==> src/hw/cdu_pkg.sv <==
// Purpose: constants and types for the current dac update control block
// Assumes: 32-bit axi4-lite register bus, one aligned word per register
// Notes:   data word is left-justified across the high and low bytes
package cdu_pkg;
    // register byte addresses
    localparam logic [3:0] CDU_ADDR_CONTROL  = 4'h0;
    localparam logic [3:0] CDU_ADDR_DATA_HI  = 4'h4;
    localparam logic [3:0] CDU_ADDR_DATA_LO  = 4'h8;
    localparam logic [3:0] CDU_ADDR_LATCHED  = 4'hc;
    // control register fields
    localparam int CDU_EN_BIT     = 7;
    localparam int CDU_SRC_MSB    = 6;
    localparam int CDU_SRC_LSB    = 4;
    localparam int CDU_FS_MSB     = 1;
    localparam int CDU_FS_LSB     = 0;
    localparam logic [7:0] CDU_CONTROL_RESET = 8'h72;
    localparam logic [7:0] CDU_LO_MASK       = 8'hc0;
    // bits 3:2 of the control register are unused and read back as zero
    localparam logic [7:0] CDU_CONTROL_MASK  = 8'hf3;
    localparam int CDU_DATA_W     = 10;
    // update source codes
    localparam logic [2:0] CDU_SRC_T0   = 3'h0;
    localparam logic [2:0] CDU_SRC_T1   = 3'h1;
    localparam logic [2:0] CDU_SRC_T2   = 3'h2;
    localparam logic [2:0] CDU_SRC_T3   = 3'h3;
    localparam logic [2:0] CDU_SRC_RISE = 3'h4;
    localparam logic [2:0] CDU_SRC_FALL = 3'h5;
    localparam logic [2:0] CDU_SRC_ANY  = 3'h6;
    localparam logic [2:0] CDU_SRC_WRH  = 3'h7;
    // full-scale select, one-hot output
    typedef enum logic [2:0] {
        CDU_FS_HALF_MA = 3'h1,
        CDU_FS_ONE_MA  = 3'h2,
        CDU_FS_TWO_MA  = 3'h4
    } cdu_fullscale_t;
    localparam logic [1:0] CDU_AXI_OKAY   = 2'h0;
    localparam logic [1:0] CDU_AXI_SLVERR = 2'h2;
endpackage

==> src/hw/cdu_trig_if.sv <==
// Purpose: carries the trigger-source signals between top and selector
// Assumes: all signals on sys_clk
// Notes:   strobe already synchronised before entering here
`timescale 1ns/10ps
interface cdu_trig_if;
    logic [3:0] timer_ovf;
    logic       strobe_sync;
    logic       high_write;
    logic [2:0] source;
    logic       fire;
    modport top (output timer_ovf, output strobe_sync, output high_write,
                 output source, input fire);
    modport sel (input timer_ovf, input strobe_sync, input high_write,
                 input source, output fire);
endinterface

==> src/hw/cdu_top.sv <==
// Purpose: control logic of a 10-bit current-output dac with staged update
// Assumes: axi4-lite slave on sys_clk; strobe pin asynchronous
// Notes:
//
// The register addresses and the AXI4-Lite interface to the registers were chosen for this implementation.
`timescale 1ns/10ps
module cdu_top
    import cdu_pkg::*;
(
    // clock and reset
    input  wire logic        sys_clk,
    input  wire logic        sys_rst,
    // axi4-lite write address
    input  wire logic [3:0]  s_axi_awaddr,
    input  wire logic        s_axi_awvalid,
    output logic             s_axi_awready,
    // axi4-lite write data
    input  wire logic [31:0] s_axi_wdata,
    input  wire logic [3:0]  s_axi_wstrb,
    input  wire logic        s_axi_wvalid,
    output logic             s_axi_wready,
    // axi4-lite write response
    output logic [1:0]       s_axi_bresp,
    output logic             s_axi_bvalid,
    input  wire logic        s_axi_bready,
    // axi4-lite read
    input  wire logic [3:0]  s_axi_araddr,
    input  wire logic        s_axi_arvalid,
    output logic             s_axi_arready,
    output logic [31:0]      s_axi_rdata,
    output logic [1:0]       s_axi_rresp,
    output logic             s_axi_rvalid,
    input  wire logic        s_axi_rready,
    // update event sources
    input  wire logic [3:0]  timer_overflow,
    input  wire logic        external_convert_strobe,
    // pin control
    input  wire logic        gpio_out,
    input  wire logic        gpio_oe,
    input  wire logic        gpio_pullup_en,
    output logic             pin_out,
    output logic             pin_oe,
    output logic             pin_pullup_on,
    output logic             pin_analog_connect,
    // converter analogue side
    output logic [9:0]       dac_latch_word,
    output logic [2:0]       dac_fullscale_onehot,
    output logic             bias_enable
);
    // ==========================================================
    // registers
    logic [7:0]            dac_control_register;
    logic [7:0]            dac_data_high_byte;
    logic [7:0]            dac_data_low_byte;
    logic                  dac_enable_bit;
    logic [2:0]            dac_update_source;
    logic [1:0]            dac_fullscale_select;
    logic                  strobe_meta_reg;
    logic                  strobe_sync_reg;
    logic                  aw_held_reg;
    logic                  w_held_reg;
    logic [3:0]            awaddr_reg;
    logic [31:0]           wdata_reg;
    logic [3:0]            wstrb_reg;
    logic                  do_write;
    logic                  high_write;
    logic [CDU_DATA_W-1:0] staged_word;
    cdu_fullscale_t        fs_next;

    assign dac_enable_bit       = dac_control_register[CDU_EN_BIT];
    assign dac_update_source    = dac_control_register[CDU_SRC_MSB:CDU_SRC_LSB];
    assign dac_fullscale_select = dac_control_register[CDU_FS_MSB:CDU_FS_LSB];

    // ==========================================================
    // strobe synchroniser
    always_ff @(posedge sys_clk) begin
        if (sys_rst) begin
            strobe_meta_reg <= 1'b0;
            strobe_sync_reg <= 1'b0;
        end else begin
            strobe_meta_reg <= external_convert_strobe;
            strobe_sync_reg <= strobe_meta_reg;
        end
    end

    // ==========================================================
    // axi write channel: address and data taken in either order
    assign s_axi_awready = ~aw_held_reg & ~s_axi_bvalid;
    assign s_axi_wready  = ~w_held_reg & ~s_axi_bvalid;
    assign do_write      = aw_held_reg & w_held_reg;

    always_ff @(posedge sys_clk) begin
        if (sys_rst) begin
            aw_held_reg <= 1'b0;
            awaddr_reg  <= '0;
        end else if (s_axi_awvalid && s_axi_awready) begin
            aw_held_reg <= 1'b1;
            awaddr_reg  <= s_axi_awaddr;
        end else if (do_write) begin
            aw_held_reg <= 1'b0;
        end
    end

    always_ff @(posedge sys_clk) begin
        if (sys_rst) begin
            w_held_reg <= 1'b0;
            wdata_reg  <= '0;
            wstrb_reg  <= '0;
        end else if (s_axi_wvalid && s_axi_wready) begin
            w_held_reg <= 1'b1;
            wdata_reg  <= s_axi_wdata;
            wstrb_reg  <= s_axi_wstrb;
        end else if (do_write) begin
            w_held_reg <= 1'b0;
        end
    end

    always_ff @(posedge sys_clk) begin
        if (sys_rst) begin
            s_axi_bvalid <= 1'b0;
            s_axi_bresp  <= CDU_AXI_OKAY;
        end else if (do_write) begin
            s_axi_bvalid <= 1'b1;
            s_axi_bresp  <= (awaddr_reg == CDU_ADDR_CONTROL ||
                             awaddr_reg == CDU_ADDR_DATA_HI ||
                             awaddr_reg == CDU_ADDR_DATA_LO) ? CDU_AXI_OKAY : CDU_AXI_SLVERR;
        end else if (s_axi_bready) begin
            s_axi_bvalid <= 1'b0;
        end
    end

    // only byte lane 0 carries register data
    always_ff @(posedge sys_clk) begin
        if (sys_rst) begin
            dac_control_register <= CDU_CONTROL_RESET;
        end else if (do_write && wstrb_reg[0] && awaddr_reg == CDU_ADDR_CONTROL) begin
            dac_control_register <= wdata_reg[7:0] & CDU_CONTROL_MASK;
        end
    end

    // staged bytes: never touch the latches directly
    always_ff @(posedge sys_clk) begin
        if (sys_rst) begin
            dac_data_high_byte <= '0;
            dac_data_low_byte  <= '0;
        end else if (do_write && wstrb_reg[0]) begin
            if (awaddr_reg == CDU_ADDR_DATA_HI) begin
                dac_data_high_byte <= wdata_reg[7:0];
            end
            if (awaddr_reg == CDU_ADDR_DATA_LO) begin
                dac_data_low_byte <= wdata_reg[7:0] & CDU_LO_MASK;
            end
        end
    end

    assign high_write = do_write && wstrb_reg[0] && awaddr_reg == CDU_ADDR_DATA_HI;
    // high byte first so the word is left-justified
    assign staged_word = {dac_data_high_byte, dac_data_low_byte[7:6]};

    // ==========================================================
    // axi read channel
    assign s_axi_arready = ~s_axi_rvalid;

    always_ff @(posedge sys_clk) begin
        if (sys_rst) begin
            s_axi_rvalid <= 1'b0;
            s_axi_rdata  <= '0;
            s_axi_rresp  <= CDU_AXI_OKAY;
        end else if (s_axi_arvalid && s_axi_arready) begin
            s_axi_rvalid <= 1'b1;
            s_axi_rresp  <= CDU_AXI_OKAY;
            case (s_axi_araddr)
                CDU_ADDR_CONTROL: s_axi_rdata <= {24'h000000, dac_control_register};
                CDU_ADDR_DATA_HI: s_axi_rdata <= {24'h000000, dac_data_high_byte};
                CDU_ADDR_DATA_LO: s_axi_rdata <= {24'h000000, dac_data_low_byte};
                CDU_ADDR_LATCHED: s_axi_rdata <= {22'h0, dac_latch_word};
                default: begin
                    s_axi_rdata <= '0;
                    s_axi_rresp <= CDU_AXI_SLVERR;
                end
            endcase
        end else if (s_axi_rready) begin
            s_axi_rvalid <= 1'b0;
        end
    end

    // ==========================================================
    // update event selection
    cdu_trig_if trig ();
    assign trig.timer_ovf   = timer_overflow;
    assign trig.strobe_sync = strobe_sync_reg;
    assign trig.high_write  = high_write;
    assign trig.source      = dac_update_source;

    cdu_trig_sel u_sel (
        .sys_clk (sys_clk),
        .sys_rst (sys_rst),
        .trig    (trig.sel)
    );

    // the write-mode copy lands one cycle after the high byte is stored,
    // so the latch always sees the new high byte together with the low
    logic fire_d_reg;
    always_ff @(posedge sys_clk) begin
        if (sys_rst) begin
            fire_d_reg <= 1'b0;
        end else begin
            fire_d_reg <= trig.fire;
        end
    end

    always_ff @(posedge sys_clk) begin
        if (sys_rst) begin
            dac_latch_word <= '0;
        end else if (fire_d_reg) begin
            dac_latch_word <= staged_word;
        end
    end

    // ==========================================================
    // full scale and pin muxing
    always_comb begin
        case (dac_fullscale_select)
            2'h0:    fs_next = CDU_FS_HALF_MA;
            2'h1:    fs_next = CDU_FS_ONE_MA;
            default: fs_next = CDU_FS_TWO_MA;
        endcase
    end

    always_ff @(posedge sys_clk) begin
        if (sys_rst) begin
            dac_fullscale_onehot <= CDU_FS_TWO_MA;
        end else begin
            dac_fullscale_onehot <= fs_next;
        end
    end

    assign pin_out            = dac_enable_bit ? 1'b0 : gpio_out;
    assign pin_oe             = gpio_oe & ~dac_enable_bit;
    assign pin_pullup_on      = gpio_pullup_en & ~dac_enable_bit;
    assign pin_analog_connect = dac_enable_bit;
    assign bias_enable        = dac_enable_bit;
endmodule // cdu_top

==> src/hw/cdu_trig_sel.sv <==
// Purpose: picks the update event from the selected source
// Assumes: timer overflow inputs are one-cycle pulses on sys_clk
// Notes:   edge detect uses the synchronised strobe only
`timescale 1ns/10ps
module cdu_trig_sel
    import cdu_pkg::*;
(
    // clock and reset
    input  wire logic sys_clk,
    input  wire logic sys_rst,
    // trigger sources
    cdu_trig_if.sel   trig
);
    logic strobe_prev_reg;
    logic rise;
    logic fall;

    always_ff @(posedge sys_clk) begin
        if (sys_rst) begin
            strobe_prev_reg <= 1'b0;
        end else begin
            strobe_prev_reg <= trig.strobe_sync;
        end
    end

    assign rise = trig.strobe_sync & ~strobe_prev_reg;
    assign fall = ~trig.strobe_sync & strobe_prev_reg;

    always_comb begin
        case (trig.source)
            CDU_SRC_T0:   trig.fire = trig.timer_ovf[0];
            CDU_SRC_T1:   trig.fire = trig.timer_ovf[1];
            CDU_SRC_T2:   trig.fire = trig.timer_ovf[2];
            CDU_SRC_T3:   trig.fire = trig.timer_ovf[3];
            CDU_SRC_RISE: trig.fire = rise;
            CDU_SRC_FALL: trig.fire = fall;
            CDU_SRC_ANY:  trig.fire = rise | fall;
            CDU_SRC_WRH:  trig.fire = trig.high_write;
            default:      trig.fire = 1'b0;
        endcase
    end
endmodule // cdu_trig_sel

==> config.mk <==
export PLATFORM = sky130hd
export DESIGN_NAME = cdu_top
export DESIGN_NICKNAME = d
export VERILOG_FILES = /design/src/hw/cdu_pkg.sv /design/src/hw/cdu_trig_if.sv /design/src/hw/cdu_top.sv /design/src/hw/cdu_trig_sel.sv
export SDC_FILE = /design/constraint.sdc
export NUM_CORES = 1
export LEC_CHECK = 0
export BUFFER_PORTS_ARGS = -buffer_cell sky130_fd_sc_hd__buf_2
export CAP_MARGIN = 20
export CORE_MARGIN = 2
export CORE_UTILIZATION = 40
export CTS_CLUSTER_DIAMETER = 150
export DETAILED_ROUTE_END_ITERATION = 10
export PLACE_DENSITY_LB_ADDON = 0.12
export SYNTH_ARGS = -nofsm -noshare
export SYNTH_HDL_FRONTEND = slang
export SYNTH_HIERARCHICAL = 1
export SYNTH_SLANG_ARGS = --single-unit
==> constraint.sdc <==
create_clock -name sys_clk -period 4.9 [get_ports sys_clk]
set_input_delay 0.98 -clock sys_clk [delete_from_list [all_inputs] [get_ports sys_clk]]
set_output_delay 0.98 -clock sys_clk [all_outputs]
set_load 0.01 [all_outputs]
==> After elaboration in Yosys (flattened, before gate mapping) <==
Cells that the tools add are included.
{ "classes": {"n_bitwise": 15, "eq_ne": 13, "muxes": 13, "n_reduce_logical": 19} }
{ "op_table": {"columns": ["op", "count"], "rows": [
  ["$pmux W10 S4", 1],
  ["$eq A3 B3 Y1 const B", 4],
  ["$eq A4 B4 Y1 const B", 3],
  ["$eq A4 B3 Y1 const B", 2],
  ["$logic_not A4 Y1", 2],
  ["$mux W1", 8],
  ["$pmux W1 S8", 1],
  ["$reduce_bool A2 Y1", 4],
  ["$and A1 B1 Y1", 7],
  ["$not A1 Y1", 7],
  ["$eq A3 B2 Y1 const B", 2],
  ["$logic_and A1 B1 Y1", 6],
  ["$pmux W3 S2", 1],
  ["$mux W2", 2],
  ["$reduce_and A2 Y1", 2],
  ["$reduce_or A4 Y1", 1],
  ["$eq A3 B1 Y1 const B", 1],
  ["$logic_not A3 Y1", 1],
  ["$eq A2 B1 Y1 const B", 1],
  ["$logic_not A2 Y1", 1],
  ["$logic_or A1 B1 Y1", 2],
  ["$or A1 B1 Y1", 1]
]} }
{ "word_totals": {"output_inout_bits": 59, "input_bits": 59, "wordCells": 79, "ff_bits": 86} }

==> Longest topological paths before layout <==
Gate-level depths: netlist of run 1.
{ "logic_depth": {"word_depth": 4, "depth_mapped": 6, "mapped_depth_nobuf": 6} }

==> Hierarchy <==
The synthesis of run 1 kept the hierarchy.
{ "modules_own_cells": {"columns": ["mod", "area_each_um2", "cells_each", "n_inst", "seq_area_each_um2"], "rows": [
  ["cdu_top", 2627.5, 282, 1, 1221.2],
  ["cdu_trig_sel", 123.9, 10, 1, 20.0]
]} }

==> Least setup slack after synthesis of run 1 <==
OpenSTA, ideal clock, no wires.
{ "synth_path": {"kind": "input to output", "start": "input port gpio_oe", "end": "output port pin_oe", "path_buffers": 0, "t_arrival_ns": 1.177, "setup_slack_ns": 2.743, "required_ns": 3.920, "cell_stages": 1, "path_cell_list": "nor2b_1"} }
{ "synth_between": {"elab_chain_len": 1} }
{ "synth_rtl": {"columns": ["item", "line_no", "rtl"], "rows": [
  ["from (decl)", "cdu_top.sv:39", "input wire logic gpio_oe,"],
  ["$and A1 B1 Y1", "cdu_top.sv:239", "assign pin_oe = gpio_oe & ~dac_enable_bit;"],
  ["to (decl)", "cdu_top.sv:42", "output logic pin_oe,"]
]} }
Every way passes these cells.

==> Final worst setup path of run 1 <==
{ "layout_path": {"start": "input port gpio_out", "end": "output port pin_out"} }
{ "layout_between": {"elab_chain_len": 1} }
{ "layout_rtl": {"columns": ["item", "line_no", "rtl"], "rows": [
  ["from (decl)", "cdu_top.sv:38", "input wire logic gpio_out,"],
  ["$mux W1", "cdu_top.sv:238", "assign pin_out = dac_enable_bit ? 1'b0 : gpio_out;"],
  ["to (decl)", "cdu_top.sv:41", "output logic pin_out,"]
]} }
Every way passes these cells.

==> results of run 1 <==
==> logic make-up after synthesis <==
family | after synthesis | share of synthesized area
adder cells (fa/ha/maj) | 2 | 0.00909
multiplexers | 31 | 0.127
flip-flops | 62 | 0.451
buffers and inverters | 50 | 0.108
AO/OA/AOI/OAI | 54 | 0.118
other | 1 | 0.00136
AND/OR/NAND/NOR | 92 | 0.186
==> per-stage QoR <==
stage | worst slack (ns) | utilization | hold WS (ns) | cell area, um^2 | total power, mW
2_1_floorplan | 2.74 | - | 0.414 | 2840 | 0.621
3_3_place_gp | 2.56 | 0.447 | 0.422 | 3000 | 0.635
3_5_place_dp | 2.55 | 0.447 | 0.423 | 3000 | 0.636
4_1_cts | 2.59 | 0.479 | 0.432 | 3220 | 1.13
5_1_grt | 2.57 | 0.480 | 0.461 | 3230 | 1.17
6_report | 2.59 | 0.480 | 0.429 | 3230 | 1.12
==> layout make-up <==
cell class	instances	share of cell area
well taps	80	0.0310
flip-flops and latches	62	0.385
multi-input cells	203	0.405
clock buffers	12	0.0450
inverters	7	0.00815
clock inverters	4	0.0217
repair buffers	67	0.105
==> where the power goes <==
group / switching [mW] / internal (mW)
Sequential: 0.0162 / 0.517
Combinational: 0.0541 / 0.0380
Clock: 0.193 / 0.299
Total: 0.263 / 0.854
==> final timing paths <==
path	start	to	slack, ns	cells past startpoint
max	gpio_out	pin_out	2.59	3
min reg2reg	strobe_meta_reg	strobe_sync_reg	0.43	1
max reg2reg	aw_held_reg	fire_d_reg	3.09	5
min	strobe_meta_reg	strobe_sync_reg	0.43	1
==> critical path, stage by stage <==
cell and delay [ns]:
buf_2 0.09, nor2b_1 0.11, buf_2 0.14
==> layer usage <==
layer / up-vias / global-route usage / wire length [um]
li1: 1102 / - / -
met1: 997 / 0.237 / 3070
met2: 68 / 0.236 / 2550
met3: 14 / 0.0389 / 299
met4: 0 / 0.0852 / 127
met5: - / 0 / 0
==> layout by cell type (no fill, tap or decap), drive strengths merged, types with 6 or more instances in the layout <==
cell type / count
dfxtp: 62
a21oi: 24
nand3b: 6
mux2i: 24
o21ai: 16
conb: 24
clkbuf: 13
nand3: 17
buf: 66
nor2: 35
inv: 7
nor2b: 7
==> qor.txt, run 1 <==
cts repair resizes = 0
#FFs+latches synth = 62
top-count cell post-synth = dfxtp_1
clk sinks = 62
Detailed Place HPWL = 4200 um
element type at the critical path end = output pin
clk_skew = 0.00572 ns
Netlist cell types = 38
htree depth = 3
fill count = 661
DR iter-0 viols = 82
placed cells = 418
Worst-Margin Slew = 1.04 ns
max-cap viol count = 0
Site Rows = 30
post-synthesis async set-or-reset flop share = 0
Initial Util = 0.409
grt ovf = 0
Reg area = 1240 um^2
Regs by FF count = dac_latch_word: 10 flops, s_axi_rdata: 10 flops
critical setup path kind = input pin to output pin
FMAX = 0.434 GHz
detailed-route DRC error count = 0
cell area power density = 346 nW/um^2
RSZ-0062 raised after global routing = no
total CTS buffers = 9
PortBufs = 66
largest net degree at the start of global routing = 59
Mapped Area = 2750 um^2
Required @ worst endpoint = 3.92 ns
Pleak = 1.36 nW
Layout area overhead = 17.2%
Startpoint Class = input pin
Chip Height = 86.9 um
HP Class = register to register
Final GP Congestion = 0.726
TNS Setup = 0 ns
Vias/cell = 5.01
Yosys warning total = 6
worst-path fanout max = 1
EDFF count, synth = 0
postcts setup bufs = 0
CTS Hold Bufs = 0
outcome = finished clean
crit path DAT = 1.33 ns
post-synthesis cell count = 292
CTS max path bufs = 2
post-layout min period = 2.31 ns
Vias = 2,181
chip width = 86.9 um
largest area contributor in the netlist = dfxtp_1
period utilization = 0.470
ys flop type = dfxtp_1
antenna-violating nets left = 0
Final nets = 411
# diodes = 0
Syn Area/Cell = 9.42 um^2
CORE AREA = 6720 um^2
vias in the first global route = 1,922
GR Util All Layers = 0.167
final slew viol count = 0
VDD IR max = 0.181 mV
area of the multi-input gates = 1310 um^2
Final setup viols = 0
Clk pin slew, worst setup/hold paths = 0.07 ns
Pre-antenna DRT Iters = 5
top cells by area, synth = dfxtp_1 45%, mux2i_1 8.7%, buf_4 6.8%
top post-synthesis cells by count = 62 x dfxtp_1, 35 x nor2_1, 25 x buf_4, 24 x a21oi_1, 24 x mux2i_1
share of layout cells above drive strength 1 = 0.262
Root Driver = clkbuf_8
sequential area share after synthesis = 0.451
top-area cell type share of the netlist area = 0.451
die area = 7560 um^2
first-pass GRT wire length = 9650 um
DRT Wirelength = 6040 um
Max-slew headroom = 0.307
Hold Fails Final Rpt = 0
Final Instance Count excl. Fillers = 435
# IOs = 118
initial antenna violation count = 0
Worst-Skew Late Latency = 0.34 ns
TritonCTS clock tree = done
wire per inst = 13.9 um
Note: power is estimated with default switching activity, not from simulation.
==> run 2: changes to the inputs <==
- clock period: 4.9 -> 2 ns (I/O delays scaled with it)
==> qor.txt, run 2 (synthesis results as in run 1) <==
largest net degree at the start of global routing = 38
first-pass GRT wire length = 9580 um
Tot Pwr = 2.75 mW
fin util = 0.490
VDD IR max = 0.544 mV
Area after DPL = 3070 um^2
area of the multi-input gates = 1310 um^2
Pleak = 1.39 nW
Final nets = 417
TNS Setup = 0 ns
RSZ-0062 raised after global routing = no
DRT Wirelength = 6020 um
clk sinks = 62
final slew viol count = 0
most common cell after layout, fill and taps aside = buf_2
grt ovf = 0
Pre-antenna DRT Iters = 4
Worst-Margin Slew = 0.560 ns
outcome = finished clean
# IOs = 118
share of layout cells above drive strength 1 = 0.280
element type at the critical path end = register
Int Power = 2.10 mW
GR Util All Layers = 0.166
Chip Height = 86.9 um
Max-slew headroom = 0.626
switching share of total power = 0.236
final instance area = 3290 um^2
Final Instance Count excl. Fillers = 441
htree depth = 3
CTS Hold Bufs = 0
Reg area = 1240 um^2
commonest cells after routing, fill and taps aside = 66 x buf_2, 62 x dfxtp_1, 35 x nor2_1
post-layout min period = 1.65 ns
Startpoint Class = register
CORE AREA = 6720 um^2
Flop pwr share = 0.471
period utilization = 0.824
cell area power density = 836 nW/um^2
Layout area overhead = 19.6%
Comb power frac = 0.090
detailed-route DRC error count = 0
Site Rows = 30
clk_skew = 0.00484 ns
# diodes = 0
final worst slack = 0.353 ns
Worst-Skew Late Latency = 0.34 ns
postcts setup bufs = 0
Final setup viols = 0
Required @ worst endpoint = 2.28 ns
Regs by FF count = dac_latch_word: 10 flops, s_axi_rdata: 10 flops
clock power share = 0.438
Detailed Place HPWL = 4380 um
TritonCTS clock tree = done
Hold Fails Final Rpt = 0
post-place setup slack = 0.343 ns
worst hold slack = 0.269 ns
HP Class = input pin to register
max-cap viol count = 0
P_sw = 650 uW
Vias = 2,177
DR iter-0 viols = 80
Final GP Congestion = 0.738
wire per inst = 13.6 um
die area = 7560 um^2
crit path DAT = 1.93 ns
FMAX = 0.607 GHz
Root Driver = clkbuf_8
placed cells = 425
vias in the first global route = 1,929
total CTS buffers = 9
worst-path fanout max = 6
cts repair resizes = 0
Vias/cell = 4.94
critical setup path kind = register to register
antenna-violating nets left = 0
CTS max path bufs = 2
Clk pin slew, worst setup/hold paths = 0.07 ns
Initial Util = 0.409
PortBufs = 66
reg-to-reg slack, setup = 0.35 ns
chip width = 86.9 um
initial antenna violation count = 0
fill count = 694
[run 2: power by group through the flow]
stage	clock, mW	combinational (mW)	sequential (mW)
2_1_floorplan	0	0.203	1.32
3_3_place_gp	0	0.248	1.32
3_5_place_dp	0	0.249	1.32
4_1_cts	1.25	0.251	1.30
5_1_grt	1.30	0.277	1.30
6_report	1.21	0.249	1.30
[run 2: final timing paths]
check,to,startpoint,cells past startpoint
hold reg to reg,strobe_sync_reg,strobe_meta_reg,1
setup reg to reg,fire_d_reg,awaddr_reg[3],5
hold / removal,strobe_meta_reg,external_convert_strobe,2
setup / recovery,fire_d_reg,awaddr_reg[3],5
[run 2: routing by layer]
metal	vias to the layer above	wire length, um	GRT usage
met5	-	0	0
met4	0	70	0.0639
met3	7	385	0.0540
met2	73	2680	0.253
met1	991	2880	0.218
li1	1106	-	-
[run 2: area by class of cell]
cell class	instances	share of cell area
Clock buffer	10	0.0418
Sequential cell	62	0.377
Timing Repair Buffer	73	0.120
Clock inverter	6	0.0259
Tap cell	80	0.0304
Multi-Input combinational cell	203	0.397
Inverter	7	0.00798
[run 2: critical path: stages (launching register included)]
cell	delay, ns
dfxtp_1	0.36
or4b_4	0.56
nor2_1	0.19
mux4_1	0.24
mux2_2	0.13
nor2b_1	0.11
==> run 3: changes to the inputs <==
- clock period: 2 -> 1.4 ns (I/O delays scaled with it)
==> qor.txt, run 3 (synthesis results as in run 1) <==
share of layout cells above drive strength 1 = 0.369
Clk pin slew, worst setup/hold paths = 0.06 ns
total CTS buffers = 9
largest net degree at the start of global routing = 34
outcome = finished with violations
Tot Pwr = 3.99 mW
period utilization = 1.14
GR Util All Layers = 0.170
final slew viol count = 0
CTS Hold Bufs = 0
worst-path fanout max = 3
TritonCTS clock tree = done
htree depth = 3
CORE AREA = 6720 um^2
Worst-Skew Late Latency = 0.34 ns
Pleak = 1.51 nW
Final setup viols = 15
post-layout min period = 1.60 ns
clk_skew = 0.00601 ns
fin util = 0.526
Layout area overhead = 28.6%
DRT Wirelength = 6290 um
crit path DAT = 1.87 ns
CTS max path bufs = 2
DR iter-0 viols = 60
Reg area = 1250 um^2
detailed-route DRC error count = 0
CP max stage cell = or4b_4
Vias = 2,269
antenna-violating nets left = 0
Worst Setup SP = awaddr_reg[3]
failing checks = setup timing
area of the multi-input gates = 1370 um^2
PortBufs = 66
Root Driver = clkbuf_8
Site Rows = 30
Detailed Place HPWL = 4550 um
initial antenna violation count = 0
Final nets = 435
element type at the critical path end = register
RR Startpoint = awaddr_reg[3]
critical setup path kind = register to register
Initial Util = 0.409
Regs by FF count = dac_latch_word: 10 flops, s_axi_rdata: 10 flops
Hold Fails Final Rpt = 0
Required @ worst endpoint = 1.68 ns
WP buf/inv = 0
# diodes = 0
HP Class = input pin to register
Startpoint Class = register
grt ovf = 0
# IOs = 118
FMAX = 0.626 GHz
Vias/cell = 4.94
chip width = 86.9 um
Pre-antenna DRT Iters = 5
cell area power density = 1130 nW/um^2
fill count = 681
family with the most delay on the worst path = simple AND/OR/NAND/NOR gates
commonest cells after routing, fill and taps aside = 66 x buf_2, 56 x dfxtp_1, 34 x nor2_1
RSZ-0062 raised after global routing = yes
die area = 7560 um^2
most common cell after layout, fill and taps aside = buf_2
hold_sp = external_convert_strobe
Crit path largest cell delay = 0.57 ns
VDD IR max = 0.745 mV
max-cap viol count = 0
vias in the first global route = 2,006
first-pass GRT wire length = 9880 um
Chip Height = 86.9 um
final worst slack = -0.196 ns
wire per inst = 13.7 um
clk sinks = 62
Final GP Congestion = 0.774
CP Cell Sequence = or4b_4, nor2_2, mux4_2, mux2_4, nor2b_4
## run 3: changes by cell type in the layout (fill, tap and decap cells not counted), sizes merged
| cell | previous run | this run |
|---|---|---|
| clkbuf | 10 | 13 |
| clkinvlp | 2 | 0 |
| buf | 73 | 90 |
## run 3: path summary, 6_finish.rpt
path,endpoint,slack [ns],cells past startpoint
worst min-delay path,strobe_meta_reg,0.16,2
worst max-delay path,fire_d_reg,-0.20,5
worst max register to register,fire_d_reg,-0.20,5
worst min register to register,strobe_sync_reg,0.44,1
## run 3: metal layers
metal / vias up / wire length (um) / track usage
li1: 1148 / - / -
met1: 1036 / 2910 / 0.229
met2: 77 / 2880 / 0.257
met3: 8 / 432 / 0.0540
met4: 0 / 65 / 0.0554
met5: - / 0 / 0
## run 3: through the flow
| stage | instance area [um^2] | hold WS, ns | worst slack [ns] | TNS (ns) | instances |
|---|---|---|---|---|---|
| floorplan | 2850 | 0.347 | -0.217 | -0.217 | 315 |
| global placement | 3200 | 0.422 | -0.188 | -0.199 | 439 |
| detailed placement | 3200 | 0.433 | -0.206 | -0.283 | 439 |
| CTS | 3440 | 0.159 | -0.198 | -0.339 | 456 |
| global route | 3540 | 0.165 | -0.220 | -1.97 | 459 |
| finish | 3540 | 0.158 | -0.196 | -1.36 | 459 |
## run 3: where the power goes
| part | leakage (nW) | switching [mW] | internal (mW) |
|---|---|---|---|
| clock network | 0.110 | 0.652 | 1.05 |
| logic | 0.894 | 0.237 | 0.204 |
| registers | 0.506 | 0.0338 | 1.81 |
| total | 1.51 | 0.923 | 3.06 |
## run 3: cell type report
class | count | share of cell area
multi-input combinational | 203 | 0.387
tap | 80 | 0.0283
inverter | 7 | 0.00743
timing repair buffer | 91 | 0.163
sequential | 62 | 0.353
clock buffer | 12 | 0.0410
clock inverter | 4 | 0.0198
## run 3: what timing repair did
action                                  in CTS  in global routing
pin swaps                                    1                  7
cloned                                       0                  1
buffers inserted                             1                  2
endpoints found under the setup margin       7                 15
resized for setup                            7                 20
